===== src/core/i2rd_pkg.sv =====
// constants for the two-wire read-path controller
// assumes a 10 MHz system clock and an AXI4-Lite master
package i2rd_pkg;
  localparam int ADDR_W = 12;
  localparam logic [11:0] OFF_BUF = 12'hf50;
  localparam logic [11:0] OFF_CTRL = 12'hf54;
  localparam logic [11:0] OFF_STAT = 12'hf58;
  localparam logic [11:0] OFF_MASK = 12'hf5c;
  localparam logic [7:0] BUF_RESET = 8'h00;
  // control fields
  localparam int C_START = 0;
  localparam int C_STOP = 1;
  localparam int C_TXIE = 2;
  localparam int C_NAK = 3;
  // status fields; mask uses the same layout
  localparam int S_RXF = 0;
  localparam int S_NACK = 1;
  localparam int S_TXE = 2;
  localparam int S_ACK = 3;
  localparam int S_BUSY = 4;
  localparam int MASK_W = 3;
  localparam logic [1:0] RESP_OKAY = 2'h0;
  localparam logic [1:0] RESP_SLVERR = 2'h2;
  // timing
  localparam int CLK_PERIOD_NS = 100;
  localparam int SCL_PERIOD_NS = 800;
  localparam int QTR_CYCLES = SCL_PERIOD_NS / (4 * CLK_PERIOD_NS);
  localparam logic [1:0] Q_LAST = 2'h3;
  localparam logic [1:0] Q_SAMPLE = 2'h2;
  localparam logic [2:0] BIT_LAST = 3'h7;
  typedef enum logic [9:0] {
    ST_IDLE = 10'h001,
    ST_START = 10'h002,
    ST_TX = 10'h004,
    ST_ACKRX = 10'h008,
    ST_WAITW = 10'h010,
    ST_RX = 10'h020,
    ST_ACKTX = 10'h040,
    ST_WAITR = 10'h080,
    ST_HOLD = 10'h100,
    ST_STOP = 10'h200
  } i2rd_state_t;
endpackage


===== src/core/i2rd_ctrl.sv =====
// two-wire bus master read path with its AXI4-Lite register slave
// assumes open-drain pads outside; scl and sda inputs are asynchronous
`timescale 1ns/1ns

module i2rd_ctrl #(
  parameter int QTR = i2rd_pkg::QTR_CYCLES
) (
  input wire logic aclk,
  input wire logic aresetn,
  input wire logic [11:0] s_axi_awaddr,
  input wire logic s_axi_awvalid,
  output logic s_axi_awready,
  input wire logic [31:0] s_axi_wdata,
  input wire logic [3:0] s_axi_wstrb,
  input wire logic s_axi_wvalid,
  output logic s_axi_wready,
  output logic [1:0] s_axi_bresp,
  output logic s_axi_bvalid,
  input wire logic s_axi_bready,
  input wire logic [11:0] s_axi_araddr,
  input wire logic s_axi_arvalid,
  output logic s_axi_arready,
  output logic [31:0] s_axi_rdata,
  output logic [1:0] s_axi_rresp,
  output logic s_axi_rvalid,
  input wire logic s_axi_rready,
  input wire logic scl_in,
  output logic scl_out,
  output logic scl_oe_n,
  input wire logic sda_in,
  output logic sda_out,
  output logic sda_oe_n,
  output logic irq
);
  initial begin
    if (QTR < 1 || QTR > 255) begin
      $error("QTR out of range");
    end
  end

  function automatic logic is_mapped(input logic [11:0] a);
    return a == i2rd_pkg::OFF_BUF || a == i2rd_pkg::OFF_CTRL ||
           a == i2rd_pkg::OFF_STAT || a == i2rd_pkg::OFF_MASK;
  endfunction

  i2rd_pkg::i2rd_state_t state, next_state;
  logic [7:0] data_buf;
  logic [7:0] shifter;
  logic [2:0] bit_cnt;
  logic [1:0] q;
  logic [7:0] tick_cnt;
  logic ctrl_start, ctrl_stop, ctrl_txie, ctrl_nak;
  logic rx_full, nack_flag, tx_empty, ack_stat, rd_mode, addr_phase;
  logic ack_seen;
  logic [i2rd_pkg::MASK_W-1:0] irq_mask;
  logic scl_m, scl_s, sda_m, sda_s;

  // pin synchronisers; first stage feeds only the second
  always_ff @(posedge aclk) begin
    scl_m <= scl_in;
    scl_s <= scl_m;
    sda_m <= sda_in;
    sda_s <= sda_m;
  end

  // ---------------- AXI4-Lite slave ----------------
  logic aw_have, w_have;
  logic [11:0] aw_addr;
  logic [31:0] w_data;
  logic [3:0] w_strb;
  wire aw_go = s_axi_awvalid & s_axi_awready;
  wire w_go = s_axi_wvalid & s_axi_wready;
  wire wr_fire = aw_have & w_have & ~s_axi_bvalid;
  wire next_aw_have = (aw_have | aw_go) & ~wr_fire;
  wire next_w_have = (w_have | w_go) & ~wr_fire;
  wire next_bvalid = wr_fire | (s_axi_bvalid & ~s_axi_bready);
  wire wr_lane = wr_fire & w_strb[0];
  wire wr_buf = wr_lane & (aw_addr == i2rd_pkg::OFF_BUF);
  wire wr_ctrl = wr_lane & (aw_addr == i2rd_pkg::OFF_CTRL);
  wire wr_stat = wr_lane & (aw_addr == i2rd_pkg::OFF_STAT);
  wire wr_mask = wr_lane & (aw_addr == i2rd_pkg::OFF_MASK);
  wire rd_fire = s_axi_arvalid & s_axi_arready;
  wire next_rvalid = rd_fire | (s_axi_rvalid & ~s_axi_rready);
  wire rd_buf = rd_fire & (s_axi_araddr == i2rd_pkg::OFF_BUF);

  wire [7:0] ctrl_word = {4'h0, ctrl_nak, ctrl_txie, ctrl_stop, ctrl_start};
  wire busy = state != i2rd_pkg::ST_IDLE;
  wire [7:0] stat_word = {3'h0, busy, ack_stat, tx_empty, nack_flag, rx_full};
  wire [7:0] rd_word =
    (s_axi_araddr == i2rd_pkg::OFF_BUF) ? data_buf :
    (s_axi_araddr == i2rd_pkg::OFF_CTRL) ? ctrl_word :
    (s_axi_araddr == i2rd_pkg::OFF_STAT) ? stat_word :
    (s_axi_araddr == i2rd_pkg::OFF_MASK) ? {5'h00, irq_mask} : 8'h00;

  always_ff @(posedge aclk) begin
    if (!aresetn) begin
      aw_have <= 1'b0;
      w_have <= 1'b0;
      aw_addr <= 12'h000;
      w_data <= 32'h0000_0000;
      w_strb <= 4'h0;
      s_axi_awready <= 1'b0;
      s_axi_wready <= 1'b0;
      s_axi_bvalid <= 1'b0;
      s_axi_bresp <= i2rd_pkg::RESP_OKAY;
    end else begin
      aw_have <= next_aw_have;
      w_have <= next_w_have;
      if (aw_go) begin
        aw_addr <= s_axi_awaddr;
      end
      if (w_go) begin
        w_data <= s_axi_wdata;
        w_strb <= s_axi_wstrb;
      end
      s_axi_awready <= ~next_aw_have & ~next_bvalid;
      s_axi_wready <= ~next_w_have & ~next_bvalid;
      s_axi_bvalid <= next_bvalid;
      if (wr_fire) begin
        s_axi_bresp <= is_mapped(aw_addr) ? i2rd_pkg::RESP_OKAY
                                          : i2rd_pkg::RESP_SLVERR;
      end
    end
  end

  always_ff @(posedge aclk) begin
    if (!aresetn) begin
      s_axi_arready <= 1'b0;
      s_axi_rvalid <= 1'b0;
      s_axi_rdata <= 32'h0000_0000;
      s_axi_rresp <= i2rd_pkg::RESP_OKAY;
    end else begin
      s_axi_arready <= ~next_rvalid;
      s_axi_rvalid <= next_rvalid;
      if (rd_fire) begin
        s_axi_rdata <= {24'h00_0000, rd_word};
        s_axi_rresp <= is_mapped(s_axi_araddr) ? i2rd_pkg::RESP_OKAY
                                               : i2rd_pkg::RESP_SLVERR;
      end
    end
  end

  // ---------------- bit timing ----------------
  // each bit is four quarters; quarter 1 waits for scl to read high,
  // which lets a slave stretch the clock
  wire quarter_done = (tick_cnt == 8'(QTR - 1)) &&
                      (q != 2'h1 || scl_s);
  wire bit_end = quarter_done && q == i2rd_pkg::Q_LAST;
  wire sample = quarter_done && q == i2rd_pkg::Q_SAMPLE;
  wire timed = state == i2rd_pkg::ST_START || state == i2rd_pkg::ST_TX ||
               state == i2rd_pkg::ST_ACKRX || state == i2rd_pkg::ST_RX ||
               state == i2rd_pkg::ST_ACKTX || state == i2rd_pkg::ST_STOP;
  wire scl_hi_q = q == 2'h1 || q == 2'h2;

  always_ff @(posedge aclk) begin
    if (!aresetn || !timed || state != next_state) begin
      tick_cnt <= 8'h00;
      q <= 2'h0;
    end else if (quarter_done) begin
      tick_cnt <= 8'h00;
      q <= q + 2'h1;
    end else if (q != 2'h1 || scl_s) begin
      tick_cnt <= tick_cnt + 8'h01;
    end
  end

  // ---------------- sequencer ----------------
  wire start_end = state == i2rd_pkg::ST_START && bit_end;
  wire stop_end = state == i2rd_pkg::ST_STOP && bit_end;
  wire acktx_end = state == i2rd_pkg::ST_ACKTX && bit_end;
  wire ackrx_end = state == i2rd_pkg::ST_ACKRX && bit_end;
  wire load_next = state == i2rd_pkg::ST_WAITW && !ctrl_stop &&
                   !ctrl_start && !tx_empty;
  wire addr_nack = ackrx_end && !ack_seen;
  wire final_nack = acktx_end && ctrl_nak;

  always_comb begin
    next_state = state;
    case (state)
      i2rd_pkg::ST_IDLE: begin
        if (ctrl_start) next_state = i2rd_pkg::ST_START;
      end
      i2rd_pkg::ST_START: begin
        if (bit_end) next_state = i2rd_pkg::ST_TX;
      end
      i2rd_pkg::ST_TX: begin
        if (bit_end && bit_cnt == i2rd_pkg::BIT_LAST) begin
          next_state = i2rd_pkg::ST_ACKRX;
        end
      end
      i2rd_pkg::ST_ACKRX: begin
        if (bit_end) begin
          if (!ack_seen) next_state = i2rd_pkg::ST_HOLD;
          else if (addr_phase && rd_mode) next_state = i2rd_pkg::ST_RX;
          else next_state = i2rd_pkg::ST_WAITW;
        end
      end
      i2rd_pkg::ST_WAITW: begin
        // repeated start picks up the read-direction prefix byte
        if (ctrl_stop) next_state = i2rd_pkg::ST_STOP;
        else if (ctrl_start) next_state = i2rd_pkg::ST_START;
        else if (!tx_empty) next_state = i2rd_pkg::ST_TX;
      end
      i2rd_pkg::ST_RX: begin
        if (bit_end && bit_cnt == i2rd_pkg::BIT_LAST) begin
          next_state = i2rd_pkg::ST_ACKTX;
        end
      end
      i2rd_pkg::ST_ACKTX: begin
        if (bit_end) begin
          next_state = ctrl_nak ? i2rd_pkg::ST_HOLD
                                : i2rd_pkg::ST_WAITR;
        end
      end
      i2rd_pkg::ST_WAITR: begin
        if (ctrl_stop) next_state = i2rd_pkg::ST_STOP;
        else if (!rx_full) next_state = i2rd_pkg::ST_RX;
      end
      i2rd_pkg::ST_HOLD: begin
        if (ctrl_stop) next_state = i2rd_pkg::ST_STOP;
      end
      i2rd_pkg::ST_STOP: begin
        if (bit_end) next_state = i2rd_pkg::ST_IDLE;
      end
      default: next_state = i2rd_pkg::ST_IDLE;
    endcase
  end

  always_ff @(posedge aclk) begin
    if (!aresetn) state <= i2rd_pkg::ST_IDLE;
    else state <= next_state;
  end

  // shift register: internal only, no decode reaches it
  always_ff @(posedge aclk) begin
    if (!aresetn) begin
      shifter <= 8'h00;
      bit_cnt <= 3'h0;
      ack_seen <= 1'b0;
    end else begin
      if (start_end || load_next) begin
        shifter <= data_buf;
        bit_cnt <= 3'h0;
      end else if (state == i2rd_pkg::ST_TX && bit_end) begin
        shifter <= {shifter[6:0], 1'b0};
        bit_cnt <= bit_cnt + 3'h1;
      end else if (state == i2rd_pkg::ST_RX && sample) begin
        shifter <= {shifter[6:0], sda_s};
      end else if (state == i2rd_pkg::ST_RX && bit_end) begin
        bit_cnt <= bit_cnt + 3'h1;
      end
      if (state == i2rd_pkg::ST_ACKRX && sample) ack_seen <= !sda_s;
    end
  end

  // direction comes from bit 0 of the byte sent after a start
  always_ff @(posedge aclk) begin
    if (!aresetn) begin
      rd_mode <= 1'b0;
      addr_phase <= 1'b0;
      ack_stat <= 1'b0;
    end else begin
      if (start_end) begin
        rd_mode <= data_buf[0];
        addr_phase <= 1'b1;
      end else if (ackrx_end) begin
        addr_phase <= 1'b0;
      end
      if (ackrx_end) ack_stat <= ack_seen;
    end
  end

  // data buffer: written by software, filled from the shifter on reads
  always_ff @(posedge aclk) begin
    if (!aresetn) data_buf <= i2rd_pkg::BUF_RESET;
    else if (acktx_end) data_buf <= shifter;
    else if (wr_buf) data_buf <= w_data[7:0];
  end

  // hardware set wins over any clear in the same cycle
  always_ff @(posedge aclk) begin
    if (!aresetn) begin
      rx_full <= 1'b0;
      nack_flag <= 1'b0;
      tx_empty <= 1'b0;
    end else begin
      if (acktx_end) rx_full <= 1'b1;
      else if (rd_buf) rx_full <= 1'b0;
      if (addr_nack || final_nack) nack_flag <= 1'b1;
      else if (stop_end) nack_flag <= 1'b0;
      else if (wr_stat && w_data[i2rd_pkg::S_NACK]) nack_flag <= 1'b0;
      if (start_end || load_next) tx_empty <= 1'b1;
      else if (wr_buf) tx_empty <= 1'b0;
    end
  end

  // software sets start/stop; the sequencer clears them when done
  always_ff @(posedge aclk) begin
    if (!aresetn) begin
      ctrl_start <= 1'b0;
      ctrl_stop <= 1'b0;
      ctrl_txie <= 1'b0;
      ctrl_nak <= 1'b0;
      irq_mask <= '0;
    end else begin
      if (wr_ctrl) begin
        ctrl_start <= w_data[i2rd_pkg::C_START];
        ctrl_stop <= w_data[i2rd_pkg::C_STOP];
        ctrl_txie <= w_data[i2rd_pkg::C_TXIE];
        ctrl_nak <= w_data[i2rd_pkg::C_NAK];
      end else begin
        if (start_end) ctrl_start <= 1'b0;
        if (stop_end) begin
          ctrl_stop <= 1'b0;
          ctrl_nak <= 1'b0;
        end
      end
      if (wr_mask) irq_mask <= w_data[i2rd_pkg::MASK_W-1:0];
    end
  end

  // ---------------- pins and interrupt ----------------
  logic next_scl_rel, next_sda_rel;
  always_comb begin
    next_scl_rel = 1'b0;
    next_sda_rel = 1'b1;
    case (state)
      i2rd_pkg::ST_IDLE: next_scl_rel = 1'b1;
      i2rd_pkg::ST_START: begin
        next_scl_rel = scl_hi_q;
        next_sda_rel = q < i2rd_pkg::Q_SAMPLE;
      end
      i2rd_pkg::ST_TX: begin
        next_scl_rel = scl_hi_q;
        next_sda_rel = shifter[7];
      end
      i2rd_pkg::ST_ACKRX, i2rd_pkg::ST_RX: next_scl_rel = scl_hi_q;
      i2rd_pkg::ST_ACKTX: begin
        next_scl_rel = scl_hi_q;
        next_sda_rel = ctrl_nak;
      end
      i2rd_pkg::ST_STOP: begin
        next_scl_rel = q != 2'h0;
        next_sda_rel = q == i2rd_pkg::Q_LAST;
      end
      default: next_sda_rel = 1'b1;
    endcase
  end

  // pads only ever pull low; release lets the pull-up win
  always_ff @(posedge aclk) begin
    if (!aresetn) begin
      scl_oe_n <= 1'b1;
      sda_oe_n <= 1'b1;
      scl_out <= 1'b0;
      sda_out <= 1'b0;
      irq <= 1'b0;
    end else begin
      scl_oe_n <= next_scl_rel;
      sda_oe_n <= next_sda_rel;
      scl_out <= 1'b0;
      sda_out <= 1'b0;
      irq <= |({tx_empty & ctrl_txie, nack_flag, rx_full} & irq_mask);
    end
  end
endmodule


===== config.mk =====
export PLATFORM = sky130hd
export DESIGN_NAME = i2rd_ctrl
export DESIGN_NICKNAME = d
export VERILOG_FILES = /design/src/core/i2rd_pkg.sv /design/src/core/i2rd_ctrl.sv
export SDC_FILE = /design/constraint.sdc
export NUM_CORES = 1
export LEC_CHECK = 0
export BUFFER_PORTS_ARGS = -buffer_cell sky130_fd_sc_hd__buf_2
export CORE_MARGIN = 10
export CORE_UTILIZATION = 49
export CTS_CLUSTER_SIZE = 16
export DETAILED_ROUTE_END_ITERATION = 7
export PLACE_DENSITY = 0.84
export SLEW_MARGIN = 20
export SYNTH_ARGS = -nofsm -noshare
export SYNTH_HDL_FRONTEND = slang
export SYNTH_SLANG_ARGS = --single-unit
export TNS_END_PERCENT = 20

===== constraint.sdc =====
create_clock -name aclk -period 2.2 [get_ports aclk]
set_input_delay 0.11 -clock aclk [delete_from_list [all_inputs] [get_ports aclk]]
set_output_delay 0.11 -clock aclk [all_outputs]
set_load 0.01 [all_outputs]

==> impl_summary.log <==
[metrics] post-layout instance area: 6780 µm²
[metrics] hold violation total from the final report: 0
[metrics] number of buffers on the longest clock path: 2
[metrics] dominant combinational cell family by area after synthesis: simple AND/OR/NAND/NOR gates
[metrics] worst endpoint required time: 2.44 ns
[metrics] minimum clock period after layout: 2.32 ns
[metrics] Syn Inst Count: 596
[metrics] # fillers: 734
[metrics] commonest non-fill, non-tap cell in the layout: sky130_fd_sc_hd__buf_4
[metrics] period utilization: 105%
[metrics] final weighted congestion in routability-driven placement: 1.00
[metrics] leftover overflow at the end of global routing: 0
[metrics] count of pins over their slew limit: 0
[metrics] startpoint type of the worst setup path: flip-flop
[metrics] First-pass DRT Iterations: 8
[metrics] XOR/XNOR share of the synthesized area: 2.45%
[metrics] minimum setup slack in the final design: -0.117 ns
[metrics] Total GRT Usage: 21.5%
[metrics] static leakage power: 2.76 nW
[metrics] final std cells w/o fill: 897
[metrics] post-synthesis cell type count: 69
[metrics] violated checks: design-rule violations, negative setup slack
[metrics] signed area change from the synthesized netlist to the final layout: 35.3%
[metrics] RSZ-0062 raised after global routing: true
[metrics] Max Cap Viol: 0
[metrics] First DRT Iteration DRCs: 462
[metrics] Final Util: 68.8%
[metrics] die height: 121 µm
[metrics] met1 demand-to-capacity share in global routing: 26.0%
[metrics] fraction of power consumed by combinational cells: 6.8%
[metrics] initial core utilization: 50.8%
[metrics] final total power: 3.42 mW
[metrics] Most used DFF post-synth: sky130_fd_sc_hd__dfxtp_1
[metrics] Setup crit end kind: flip-flop
[metrics] pwr dens: 504 nW/µm²
[metrics] proportion of power drawn by the clock network: 39.6%
[metrics] layer with the highest usage after global routing: met2
[metrics] simple-gate share of the synthesized area: 28.1%
[metrics] Power Internal: 2.56 mW
[metrics] clock latency reported for the late side of the worst-skew pair: 0.38 ns
[metrics] Data arrival, critical path: 2.56 ns
[metrics] number of buffers created by CTS: 9
[metrics] met2 Usage GRT: 35.9%
[metrics] area of combinational cells with multiple inputs: 2980 µm²
[metrics] result of the run: finished with violations
[metrics] Top-Level Pins: 115
[metrics] detailed-route via count: 5111
[metrics] fraction of the mapped netlist area in adder cells: 2.00%
[metrics] cell count after placement: 846
[metrics] placement-stage cell area: 5930 µm²
[metrics] switching share of power: 25.2%
[metrics] area fraction in compound gates after synthesis: 14.8%
[metrics] highest clock rate: 432 MHz
[metrics] worst-case clock skew: 0.0151 ns
[metrics] count of input and output buffers: 59
[metrics] final routed wire length divided by cell count: 18.0 µm
[metrics] global-route wire length before repair: 25.8 mm
[metrics] portion of total power attributed to sequential cells: 53.6%
[metrics] Worst Max-Slew Pin Slew: 0.702 ns
[metrics] syn avg cell area: 8.41 µm²
[metrics] EDFF count, synth: 0
[metrics] pin count of the biggest net entering global routing: 62
[metrics] portion of the post-synthesis area used by sequential elements: 39.1%
[metrics] area of the mapped netlist: 5010 µm²
[metrics] H-tree depth: 3
[metrics] DP HPWL: 11.3 mm
[metrics] Synth async-reset ratio: 0%
[metrics] worst slew slack as a fraction of its limit: 53.2%
[metrics] Seq. cell area: 1980 µm²
[metrics] initial antenna violation count: 0
[metrics] flops & latches, synth: 98
[metrics] share of cells above drive strength 1: 31.8%
[metrics] Die Footprint: 14700 µm²
[metrics] Worst VDD drop: 0.459 mV
[metrics] Horiz. Die Dim: 121 µm
[metrics] TritonCTS clock tree: yes
[metrics] via density per instance: 5.70
[metrics] Synth warnings: 0
[metrics] Core Area: 9860 µm²
[metrics] detailed-route DRC error count: 9
[metrics] clock-pin slew reported for the worst setup and hold paths after clock tree synthesis: 0.11 ns
[metrics] CTS Root Cell: sky130_fd_sc_hd__clkbuf_8
[metrics] GRT met3 Usage: 4.00%
[metrics] Crit Path Category: flip-flop to flip-flop
[metrics] antenna fix cells: 0
[metrics] worst hold path type: input pin to flip-flop
[metrics] switching power total: 0.860 mW
[metrics] standard-cell row count: 36
[metrics] vias in the first global route: 5184
[metrics] post-placement setup slack: -0.224 ns
[metrics] Net count, final: 836
[metrics] mux cell area share after synthesis: 4.84%
[metrics] post-route antenna net violation count: 0
[metrics] CP max FO: 10
[metrics] final WL: 16.1 mm
[metrics] endpoints failing setup: 14
[metrics] clock sink count: 98
[metrics] most used cells in the layout excluding fill and tap cells: 98 x sky130_fd_sc_hd__buf_4, 87 x sky130_fd_sc_hd__nand2_1, 87 x sky130_fd_sc_hd__dfxtp_1
==> per-stage QoR <==
step,TNS (ns),hold slack [ns]
2_1_floorplan,-0.509,0.138
3_3_place_gp,-3.49,0.215
3_5_place_dp,-3.58,0.216
4_1_cts,-1.36,0.00238
5_1_grt,-4.13,0.0475
6_report,-1.20,0.0112
==> power groups by stage <==
stage | clock, mW | sequential [mW] | combinational [mW]
after floorplan | 0 | 1.87 | 0.148
after global placement | 0 | 1.87 | 0.184
after detailed placement | 0 | 1.88 | 0.191
after CTS | 1.35 | 1.83 | 0.225
after global routing | 1.42 | 1.84 | 0.259
final | 1.35 | 1.83 | 0.234
==> path summary, 6_finish.rpt <==
check	start	endpoint	slack (ns)	depth (start not counted)
worst max-delay path	state[7]$_SDFF_PN0_	tick_cnt[3]$_SDFFE_PP0N_	-0.12	8
worst min-delay path	s_axi_rready	s_axi_rvalid$_SDFF_PN0_	0.01	3
worst max register to register	state[7]$_SDFF_PN0_	tick_cnt[3]$_SDFFE_PP0N_	-0.12	8
worst min register to register	scl_m$_DFF_P_	scl_s$_DFF_P_	0.34	0
==> cell usage after synthesis, types with 4 or more instances <==
cell type | n | area [µm²]
sky130_fd_sc_hd__inv_1 | 9 | 33.8
sky130_fd_sc_hd__nor3b_1 | 4 | 30.0
sky130_fd_sc_hd__nor2_1 | 45 | 169
sky130_fd_sc_hd__ha_1 | 8 | 100
sky130_fd_sc_hd__mux2i_1 | 22 | 220
sky130_fd_sc_hd__buf_6 | 5 | 56.3
sky130_fd_sc_hd__xnor2_1 | 4 | 35.0
sky130_fd_sc_hd__nand2b_1 | 4 | 25.0
sky130_fd_sc_hd__nor4_1 | 18 | 113
sky130_fd_sc_hd__nand2_1 | 87 | 327
sky130_fd_sc_hd__buf_4 | 30 | 225
sky130_fd_sc_hd__a211oi_1 | 7 | 52.6
sky130_fd_sc_hd__nor2b_1 | 4 | 25.0
sky130_fd_sc_hd__buf_2 | 7 | 35.0
sky130_fd_sc_hd__xor2_1 | 10 | 87.6
sky130_fd_sc_hd__nor4_4 | 4 | 85.1
sky130_fd_sc_hd__a221oi_1 | 4 | 35.0
sky130_fd_sc_hd__nand4b_1 | 5 | 43.8
sky130_fd_sc_hd__clkbuf_1 | 21 | 78.8
sky130_fd_sc_hd__nor3_1 | 12 | 60.1
sky130_fd_sc_hd__nand4_1 | 12 | 75.1
sky130_fd_sc_hd__and3_1 | 10 | 62.6
sky130_fd_sc_hd__dfxtp_1 | 98 | 1960
sky130_fd_sc_hd__o21a_1 | 4 | 30.0
sky130_fd_sc_hd__nor4b_1 | 4 | 35.0
sky130_fd_sc_hd__a21oi_1 | 57 | 285
sky130_fd_sc_hd__o21ai_0 | 19 | 95.1
sky130_fd_sc_hd__a31oi_1 | 6 | 37.5
sky130_fd_sc_hd__nand3_1 | 19 | 95.1
sky130_fd_sc_hd__and4b_1 | 4 | 40.0
==> registers in the layout, indices dropped and copies added (netlist names), 2 cells and up <==
| signal | cells |
|---|---|
| state | 10 |
| irq_mask | 3 |
| s_axi_rdata | 8 |
| w_data | 8 |
| shifter | 8 |
| bit_cnt | 3 |
| data_buf | 8 |
| q | 2 |
| aw_addr | 12 |
| tick_cnt | 8 |
==> area by class of cell <==
type / instances / share of cell area, %
multi-input cells: 452 / 43.9
clock buffers: 10 / 1.88
well taps: 133 / 2.45
flip-flops and latches: 98 / 29.2
inverters: 10 / 0.553
repair buffers: 188 / 20.5
clock inverters: 6 / 1.49
==> routing by layer <==
layer,vias up,wire (µm)
met5,-,0
met1,2422,6590
met4,0,539
met3,43,1350
li1,2414,-
met2,232,7630
==> logic make-up (layout without fill, tap and decap cells) <==
logic type      Yosys count  after routing
buf+inv                  73            214
simple gates            258            258
fa+ha+maj                 8              8
flops                    98             98
other cells               1             28
xor+xnor                 14             14
compound gates          120            120
mux                      24             24
==> worst max-delay path: stages (launching register included) <==
cell                      delay [ns]
sky130_fd_sc_hd__dfxtp_4        0.39
sky130_fd_sc_hd__or4_4          0.58
sky130_fd_sc_hd__nor4_4         0.29
sky130_fd_sc_hd__buf_4          0.15
sky130_fd_sc_hd__nor2_1         0.04
sky130_fd_sc_hd__nand4_1        0.18
sky130_fd_sc_hd__and3_1         0.20
sky130_fd_sc_hd__buf_4          0.25
sky130_fd_sc_hd__nor4_1         0.08
==> timing repair <==
item                                   4_1_cts  5_1_grt
hold buffers                                23        0
setup endpoints to repair                   36       42
gates resized for setup                     43       20
gates cloned                                 1        0
setup buffers                                8        3
pin swaps                                   18        8
endpoints found under the hold margin       23        0
(Power assumes the default switching activity.)
